File: src/scb_pkg.sv
// Shared constants and types for the shift, conditional move and byte
// compare datapath slice.
// Assumes a 64-bit integer operate pipeline with 8-bit literals.
package scb_pkg;

  // ----------------------------------------------------------------
  // Widths and field positions
  // ----------------------------------------------------------------
  localparam int unsigned SCB_XLEN = 64;
  localparam int unsigned SCB_LIT_W = 8;
  localparam int unsigned SCB_LANES = 8;
  localparam int unsigned SCB_LANE_W = 8;
  localparam int unsigned SCB_CNT_W = 6;
  localparam int unsigned SCB_SIGN_BIT = 63;
  localparam int unsigned SCB_LOW_BIT = 0;
  localparam int unsigned SCB_OP_W = 4;

  // ----------------------------------------------------------------
  // Reset value and zero padding
  // ----------------------------------------------------------------
  localparam logic [63:0] SCB_RESULT_RST = 64'h0000_0000_0000_0000;
  localparam logic [55:0] SCB_HIGH_ZERO = 56'h00_0000_0000_0000;

  // Operation select, one code per operate function.
  typedef enum logic [3:0] {
    SCB_OP_MOVE_IF_ZERO      = 4'h0,
    SCB_OP_MOVE_IF_NONZERO   = 4'h1,
    SCB_OP_MOVE_IF_LT        = 4'h2,
    SCB_OP_MOVE_IF_LE        = 4'h3,
    SCB_OP_MOVE_IF_GT        = 4'h4,
    SCB_OP_MOVE_IF_GE        = 4'h5,
    SCB_OP_MOVE_IF_LOW_CLEAR = 4'h6,
    SCB_OP_MOVE_IF_LOW_SET   = 4'h7,
    SCB_OP_SHIFT_LEFT_ZERO   = 4'h8,
    SCB_OP_SHIFT_RIGHT_ZERO  = 4'h9,
    SCB_OP_SHIFT_RIGHT_SIGN  = 4'hA,
    SCB_OP_LANE_GE_COMPARE   = 4'hB
  } scb_op_t;

endpackage

File: src/scb_unit.sv
// Shift, conditional move and lanewise byte compare operate slice.
// Assumes the pipeline presents decoded operands for one cycle with
// issue_valid and takes the registered result one cycle later.
`timescale 1ns/1ps
// Behaviour
// - Passing test copies second operand to destination
// - Failing test leaves destination unchanged
// - Eight tests: zero, sign and low bit
// - Logical shifts use count bits five down to zero
// - Logical shifts fill vacated bits with zero
// - Arithmetic right shift by zero to 63
// - Arithmetic shift fills with sign bit
// - Count comes from register or literal
// - Eight byte lanes compared in parallel
// - Lane bit set when first byte unsigned greater-equal
// - Compare result bits above seven are zero
// - No operation raises an exception
module scb_unit
  import scb_pkg::*;
(
  // Clock and reset
  input wire logic clock,
  input wire logic resetn,
  // Issue side
  input wire logic issue_valid,
  input wire logic [3:0] op_select,
  input wire logic [63:0] first_source_operand,
  input wire logic [63:0] second_source_operand,
  input wire logic [7:0] literal_value,
  input wire logic use_literal,
  input wire logic [63:0] destination_old,
  // Result side
  output logic result_valid,
  output logic destination_write,
  output logic [63:0] destination_register,
  output logic exception_flag
);

  // ----------------------------------------------------------------
  // State
  // ----------------------------------------------------------------
  typedef struct packed {
    logic valid;
    logic write;
    logic [63:0] result;
  } scb_state_t;

  scb_state_t st_r;
  scb_state_t st_nxt;
  logic [63:0] operand_b;
  logic [5:0] count;
  logic [7:0] lane_mask;
  logic cond_pass;
  scb_op_t op;

  // Decodes whether a code is one of the eight conditional moves.
  function automatic logic is_cond_move(input logic [3:0] code);
    is_cond_move = (code <= 4'h7);
  endfunction

  // Evaluates the condition chosen by the code on the first operand.
  function automatic logic test_holds(input logic [3:0] code,
                                      input logic [63:0] a);
    logic zero;
    logic neg;
    zero = (a == 64'h0000_0000_0000_0000);
    neg = a[SCB_SIGN_BIT];
    case (code)
      4'h0: test_holds = zero;
      4'h1: test_holds = !zero;
      4'h2: test_holds = neg;
      4'h3: test_holds = neg || zero;
      4'h4: test_holds = !neg && !zero;
      4'h5: test_holds = !neg;
      4'h6: test_holds = !a[SCB_LOW_BIT];
      4'h7: test_holds = a[SCB_LOW_BIT];
      default: test_holds = 1'b0;
    endcase
  endfunction

  // ----------------------------------------------------------------
  // Operand selection
  // ----------------------------------------------------------------
  // The literal widens with zeros, so a literal compare or move operand
  // has no ones above bit 7; the count takes only bits five down to zero.
  always_comb begin
    operand_b = use_literal ? {SCB_HIGH_ZERO, literal_value}
                            : second_source_operand;
    count = operand_b[SCB_CNT_W-1:0];
    op = scb_op_t'(op_select);
    cond_pass = test_holds(op_select, first_source_operand);
  end

  // ----------------------------------------------------------------
  // Byte lanes
  // ----------------------------------------------------------------
  // All eight lanes work side by side; no carry joins them.
  genvar gi;
  generate
    for (gi = 0; gi < SCB_LANES; gi = gi + 1) begin : g_lane
      scb_lane_cmp u_lane (
        .lane_a(first_source_operand[gi*SCB_LANE_W +: SCB_LANE_W]),
        .lane_b(operand_b[gi*SCB_LANE_W +: SCB_LANE_W]),
        .lane_ge(lane_mask[gi])
      );
    end
  endgenerate

  // ----------------------------------------------------------------
  // Next state
  // ----------------------------------------------------------------
  // A failed move still reports the old destination so that a
  // forwarding path sees the unchanged value.
  always_comb begin
    st_nxt = st_r;
    st_nxt.valid = issue_valid;
    st_nxt.write = 1'b0;
    if (issue_valid) begin
      st_nxt.write = 1'b1;
      case (op)
        SCB_OP_SHIFT_LEFT_ZERO: begin
          st_nxt.result = first_source_operand << count;
        end
        SCB_OP_SHIFT_RIGHT_ZERO: begin
          st_nxt.result = first_source_operand >> count;
        end
        SCB_OP_SHIFT_RIGHT_SIGN: begin
          st_nxt.result = $signed(first_source_operand) >>> count;
        end
        SCB_OP_LANE_GE_COMPARE: begin
          st_nxt.result = {SCB_HIGH_ZERO, lane_mask};
        end
        default: begin
          if (is_cond_move(op_select) && cond_pass) begin
            st_nxt.result = operand_b;
          end else begin
            st_nxt.write = 1'b0;
            st_nxt.result = destination_old;
          end
        end
      endcase
    end
  end

  // Register the whole state at once.
  always_ff @(posedge clock or negedge resetn) begin
    if (!resetn) begin
      st_r <= '{valid: 1'b0, write: 1'b0, result: SCB_RESULT_RST};
    end else begin
      st_r <= st_nxt;
    end
  end

  // ----------------------------------------------------------------
  // Outputs
  // ----------------------------------------------------------------
  assign result_valid = st_r.valid;
  assign destination_write = st_r.write;
  assign destination_register = st_r.result;
  assign exception_flag = 1'b0;
endmodule

File: src/scb_lane_cmp.sv
// One byte lane of the unsigned greater-or-equal compare.
// Assumes both bytes come from the same lane of the two operands.
`timescale 1ns/1ps
module scb_lane_cmp
  import scb_pkg::*;
(
  // Lane bytes
  input wire logic [7:0] lane_a,
  input wire logic [7:0] lane_b,
  // Lane verdict
  output logic lane_ge
);

  // ----------------------------------------------------------------
  // Carry out of a plus not b plus one
  // ----------------------------------------------------------------
  logic [8:0] sum;

  // The carry out is set exactly when a is not below b, unsigned.
  always_comb begin
    sum = {1'b0, lane_a} + {1'b0, ~lane_b} + 9'h001;
    lane_ge = sum[8];
  end

endmodule

File: config.mk
export PLATFORM = sky130hd
export DESIGN_NAME = scb_unit
export DESIGN_NICKNAME = d
export VERILOG_FILES = /design/src/scb_pkg.sv /design/src/scb_unit.sv /design/src/scb_lane_cmp.sv
export SDC_FILE = /design/constraint.sdc
export NUM_CORES = 1
export LEC_CHECK = 0
export BUFFER_PORTS_ARGS = -buffer_cell sky130_fd_sc_hd__buf_4
export CORE_MARGIN = 1.5
export CORE_UTILIZATION = 30
export DETAILED_ROUTE_END_ITERATION = 12
export SYNTH_ARGS = -nofsm -noshare
export SYNTH_HDL_FRONTEND = slang
export SYNTH_SLANG_ARGS = --single-unit
File: constraint.sdc
create_clock -name clock -period 1.8 [get_ports clock]
set_input_delay 0.18 -clock clock [delete_from_list [all_inputs] [get_ports clock]]
set_output_delay 0.18 -clock clock [all_outputs]
set_load 0.1 [all_outputs]
== Word level (Yosys, flattened, before mapping) ==
Cells that the tools add are included.

* Bits in registers: 66
* Latch bits: 0
* Memory bits (writable): 0
* Bits in read-only memories: 0
* Input bits: 208
* Output and inout port bits: 67
* Logic and storage cells: 58
* Memories: 0

* $add $sub $neg: 16
* Multiply operators: 0
* Div/mod/pow operators: 0
* $lt $le $gt $ge: 1
* Eq/ne operators: 11
* Shift-type cells: 3
* Muxes and demuxes: 7
* Bitwise gates (word level): 8
* Reduce and logical (&&, ||, !) cells: 9

{| class="wikitable"
|+ Operators with widths
! operator !! number
|-
| $pmux W64 S4 || 1
|-
| $mux W64 || 2
|-
| $add A8 B8 Y9 || 8
|-
| $add A9 B1 Y9 const B || 8
|-
| $mux W65 || 1
|-
| $logic_not A64 Y1 || 1
|-
| $not A8 Y8 || 8
|-
| $shl A64 B6 Y64 || 1
|-
| $shr A64 B6 Y64 || 1
|-
| $sshr A64 B6 Y64 || 1
|-
| $eq A4 B3 Y1 const B || 4
|-
| $eq A4 B4 Y1 const B || 4
|-
| $eq A4 B2 Y1 const B || 2
|-
| $pmux W1 S8 || 1
|-
| $eq A4 B1 Y1 const B || 1
|-
| $le A4 B3 Y1 const B || 1
|-
| $logic_not A4 Y1 || 1
|-
| $reduce_or A4 Y1 || 1
|-
| $logic_not A1 Y1 || 3
|-
| $logic_and A1 B1 Y1 || 2
|-
| $mux W1 || 2
|-
| $logic_or A1 B1 Y1 || 1
|}

== Depth between registers and ports, before layout ==
* Depth after elaboration: 8
* Gate-level depth with buffers: 14
* Gate-level depth less buffers: 10

== Hierarchy ==
Synthesis repeated with hierarchy kept, for this count alone.

* Cell total of the unflattened synthesis: 2097
* Area total of the unflattened synthesis: 16658.5 sq um

{| class="wikitable"
|+ Modules (own cells, without submodules)
! module !! times used !! cells an instance !! area an instance (sq um) !! seq. area each (sq um)
|-
| scb_unit || 1 || 1905 || 15277.2 || 1651.6
|-
| scb_lane_cmp || 8 || 24 || 172.7 || 0.0
|}

== Worst setup path before layout ==
OpenSTA, ideal clock, no wires.

* Path type: input to register
* From: in use_literal
* To: reg st_r, in the netlist destination_register[0]
* Library setup time: 0.139 ns
* Data arrival time: 2.945 ns
* Data required time: 1.661 ns
* Path slack: -1.285 ns
* Stages on the path: 13
* Buffers on the path: 5
* Cells stage by stage: buf_6 -> clkbuf_1 -> mux2_2 -> inv_2 -> buf_1 -> clkbuf_1 -> buf_1 -> ha_1 -> a21oi_1 -> a21boi_0 -> o31a_1 -> o21ai_0 -> a31oi_1

* Cells in the longest elaborated chain, start to end: 5
* Elaborated cells on any way between the ends: 9
* Those cells by class: add/sub: 2; shift: 3; mux: 3; bitwise: 1

{| class="wikitable"
|+ Ends and longest elaborated chain
! what !! RTL line !! source
|-
| start: declaration || scb_unit.sv:30 || <nowiki>input wire logic use_literal,</nowiki>
|-
| $mux W64 * || scb_unit.sv:87 || <nowiki>operand_b = use_literal ? {SCB_HIGH_ZERO, literal_value}</nowiki>
|-
| $not A8 Y8 || scb_lane_cmp.sv:21 || <nowiki>sum = {1'b0, lane_a} + {1'b0, ~lane_b} + 9'h001;</nowiki>
|-
| $add A8 B8 Y9 || scb_lane_cmp.sv:21 ||
|-
| $add A9 B1 Y9 || scb_lane_cmp.sv:21 ||
|-
| $pmux W64 S4 * || scb_unit.sv:120 || <nowiki>case (op)</nowiki>
|-
| end signal: assignment || scb_unit.sv:148 || <nowiki>st_r <= '{valid: 1'b0, write: 1'b0, result: SCB_RESULT_RST};</nowiki>
|-
| end signal: assignment || scb_unit.sv:150 || <nowiki>st_r <= st_nxt;</nowiki>
|-
| end: declaration || scb_unit.sv:48 || <nowiki>scb_state_t st_r;</nowiki>
|}

Every way passes the cells marked *; elsewhere a longest branch is shown, timed or not.
A chain may end at the register's enable or synchronous reset.

== Final worst setup path ==
* From: in first_source_operand[57]
* To: reg st_r, in the netlist destination_register[0]

* Cells in the longest elaborated chain, start to end: 7
* Elaborated cells on any way between the ends: 11
* Those cells by class: shift: 3; mux: 3; reduce/logical: 5

{| class="wikitable"
|+ Ends and longest elaborated chain
! what !! RTL line !! source
|-
| start: declaration || scb_unit.sv:27 || <nowiki>input wire logic [63:0] first_source_operand,</nowiki>
|-
| $logic_not A64 Y1 || scb_unit.sv:66 || <nowiki>zero = (a == 64'h0000_0000_0000_0000);</nowiki>
|-
| $logic_not A1 Y1 || scb_unit.sv:70, scb_unit.sv:73 ||
|-
| $logic_and A1 B1 Y1 || scb_unit.sv:73 || <nowiki>4'h4: test_holds = !neg && !zero;</nowiki>
|-
| $pmux W1 S8 || scb_unit.sv:68 || <nowiki>case (code)</nowiki>
|-
| $logic_and A1 B1 Y1 || scb_unit.sv:134 || <nowiki>if (is_cond_move(op_select) && cond_pass) begin</nowiki>
|-
| $mux W64 || scb_unit.sv:134 ||
|-
| $pmux W64 S4 * || scb_unit.sv:120 ||
|}

Marks and branches as above.

==> summary.txt <==
Clock network
  – CTS Buf Count: 9
  – TritonCTS clock tree: yes
  – H-tree lvl count: 3
  – Clk slew on worst S/H paths: 0.06 ns
  – CTS max path bufs: 2
  – CTS sink cnt: 66
  – CTS Root Cell: clkbuf_16
  – Skew-Pair Late Insertion Delay: 0.35 ns

Placed design
  – Area after DPL: 23100 µm²
  – Post-place setup slack: -2.45 ns
  – Placed insts: 3316
  – # port buffers: 273
  – GPL Wtd Cong: ~1.1
  – Dpl hpwl: 99.9 mm

Detailed routing
  – WL/cell: ~36 µm
  – First-pass DRT Iterations: 8
  – Via density: between 6 and 7
  – DRC: 0
  – DRT Wirelength: roughly 120 mm
  – Antenna Violating Nets Remaining: 0
  – Via total after detailed routing: 21800
  – Iteration-0 DRC Markers: 3149

Critical path
  – WP data required: 2.02 ns
  – Startpoint Class: primary input
  – CP Capture Type: flip-flop
  – Critical Path AT: around 3.3 ns
  – CP Class: primary input to flip-flop
  – Crit-path max FO: 5

GRT
  – Initial antenna violation count: 5
  – Vias in the first global route: 20900
  – Grt total ovfl: 0
  – Largest net degree at the start of global routing: 43
  – GRT Total Usage: 0.467
  – First-pass GRT wire length: about 160 mm

Pwr
  – Net Sw Frac: 0.507
  – Combinational power share: 0.740
  – Clock power share: 0.138
  – PD cells: roughly 610 nW/µm²
  – NetSw: 7780 µW
  – Cell-internal power: 7580 µW
  – Peak supply drop: between 0.4 and 0.5 mV
  – Reg power frac: 0.121
  – Lkg Pwr: between 0.01 and 0.015 µW

Cells and area
  – Area growth, synth to finish: 71.3%
  – Fin area: 25100 µm²
  – Share of layout cells above drive strength 1: 0.523
  – Most common cell after layout, fill and taps aside: buf_4
  – Non-Filler Instances: around 3400
  – Most frequent cells in the layout: buf_4, nand2_1, mux2i_1
  – Nets: 3004

Synthesis
  – Top FF cell, synth: dfrtp_1
  – Synth warn: 0
  – Number of synthesized register bits: 66
  – Synth Area per Inst: 8.02 µm²
  – Post-synthesis net count: 2094
  – Post-synth EDFFs: 0
  – Asr flop ratio synth: 1.00
  – Synth Instances: 1830
  – Post-synthesis sequential area ratio: 0.113
  – Netlist Area Pre-Place: between 10000 and 15000 µm²
  – Synth unique cells: 76

STA
  – Crit share post-route: 1.69
  – Worst slew margin: 0.517
  – Actual transition at the worst max-transition pin: 0.705 ns
  – Worst Slack Setup Final: -1.24 ns
  – Max frequency: ~0.33 GHz
  – Final setup viols: 65
  – Final slew viol count: 0
  – Post-layout min period: 3.04 ns
  – Hold Vio Cnt, Final: 0
  – RSZ-0062 raised after global routing: true
  – Setup Skew: 0 ns

Floorplanning
  – Core area: about 48000 µm²
  – Starting Density: 0.305
  – Die X: around 220 µm
  – Die Height: between 200 and 250 µm
  – Area of the die: between 50000 and 60000 µm²
  – Row count: 80
  – I/O Pins: 275

Run
  – # Max-Cap Violations: 0

Outcome
  – Violated checks: setup timing
  – Status: finished, violations left

Min path
  – HP Class: primary input to flip-flop
## flip-flops by register name, summed over array words and instances, names as in the netlist
name and cells:
destination_register 64, destination_write 1, result_valid 1
## final cells by class
type | count | area [µm²]
flip-flops and latches | 66 | 1650
repair buffers | 1087 | 8990
inverters | 38 | 145
clock buffers | 10 | 229
well taps | 615 | 769
fillers | 4509 | 22900
multi-input cells | 1538 | 13200
diodes | 1 | 2.50
clock inverters | 6 | 115
## power by group through the flow
stage	sequential, µW	clock [µW]	combinational, µW
after floorplan	3280	0	3760
after global placement	1870	0	10300
after detailed placement	1870	0	10300
after CTS	1850	2130	10700
after global routing	1870	2190	11600
final	1860	2120	11400
## synth_stat cells, types with 4 or more instances
library cell / instances / area share
o211ai_1: 21 / 0.011
buf_4: 10 / 0.0051
and3_1: 7 / 0.0030
a211o_1: 5 / 0.0030
mux2i_1: 174 / 0.12
a21oi_1: 118 / 0.040
mux4_2: 119 / 0.18
nand3_1: 38 / 0.013
a2111oi_0: 6 / 0.0036
nor4_1: 25 / 0.011
buf_2: 32 / 0.011
o221a_2: 8 / 0.0061
and2_1: 5 / 0.0021
ha_1: 56 / 0.048
nor3_1: 34 / 0.012
dfrtp_1: 66 / 0.11
a22o_1: 14 / 0.0084
o21ai_1: 5 / 0.0017
buf_6: 13 / 0.010
o21ai_0: 118 / 0.040
nand2b_1: 60 / 0.026
mux2_2: 15 / 0.012
clkbuf_1: 114 / 0.029
nand2_1: 197 / 0.050
nand4_1: 5 / 0.0021
a221o_1: 16 / 0.011
o31a_1: 4 / 0.0024
o22a_1: 5 / 0.0030
inv_1: 34 / 0.0087
a31oi_1: 36 / 0.015
o31ai_1: 9 / 0.0046
nor2_1: 186 / 0.048
a222oi_1: 9 / 0.0061
o21a_1: 15 / 0.0077
o2111ai_1: 6 / 0.0036
a21o_1: 8 / 0.0041
o221ai_1: 21 / 0.013
o22ai_1: 37 / 0.016
buf_1: 19 / 0.0049
and2_0: 5 / 0.0021
a221oi_1: 20 / 0.012
a22oi_1: 17 / 0.0087
a211oi_1: 51 / 0.026
a32o_1: 6 / 0.0041
## stage by stage
stage / utilization / TNS, ns / total power [µW] / hold slack (ns)
6_report: 0.523 / -75.16 / 15400 / 0.138
5_1_grt: 0.523 / -72.51 / 15700 / 0.145
4_1_cts: 0.510 / -63.74 / 14700 / 0.141
3_5_place_dp: 0.481 / -138.79 / 12200 / 0.128
3_3_place_gp: 0.481 / -139.47 / 12200 / 0.124
2_1_floorplan: - / -41.36 / 7030 / -0.116
## final timing paths
| kind | from | end | cells past startpoint | slack, ns |
|---|---|---|---|---|
| min in group asynchronous | resetn | destination_register[59] | 2 | 0.30 |
| worst min-delay path | destination_old[58] | destination_register[58] | 3 | 0.14 |
| worst min register to register | destination_register[19] | destination_register[19] | 2 | 0.50 |
| worst max register to register | destination_register[2] | destination_register[2] | 3 | 0.72 |
| worst max-delay path | first_source_operand[57] | destination_register[0] | 14 | -1.24 |
| max in group asynchronous | resetn | destination_register[45] | 3 | 0.92 |
## worst max-delay path: stages
cell	delay, ns
buf_8	0.10
nor4_4	0.37
buf_4	0.20
nand4_1	0.13
nor4_4	0.61
buf_4	0.24
mux2i_1	0.08
a221o_4	0.42
buf_12	0.16
buf_16	0.15
buf_6	0.12
mux2_4	0.30
o22ai_2	0.09
a31oi_1	0.06
## kinds of logic (layout without fill, tap and decap cells)
kind of cell,Yosys count,after routing,synth area share
AO/OA/AOI/OAI,590,590,0.272
AND/OR/NAND/NOR,577,577,0.176
multiplexers,314,314,0.322
buffers and inverters,226,1141,0.0697
flip-flops,66,66,0.113
adder cells (fa/ha/maj),56,56,0.0477
other,1,2,0.000256
## metal layers
layer | track usage | vias up | share of wire
met3 | 0.101 | 370 | 0.11
li1 | - | 8962 | -
met2 | 0.701 | 1755 | 0.42
met1 | 0.614 | 10700 | 0.39
met4 | 0.276 | 8 | 0.076
met5 | 0 | - | 0.00043
## repair_timing
action / CTS / global route
endpoints found under the setup margin: 65 / 65
hold endpoints to repair: 24 / 0
pin swaps: 54 / 55
buffers inserted: 18 / 11
hold buffers: 1 / 0
gates cloned: 5 / 4
resized for setup: 192 / 103
(Power assumes the default switching activity.)
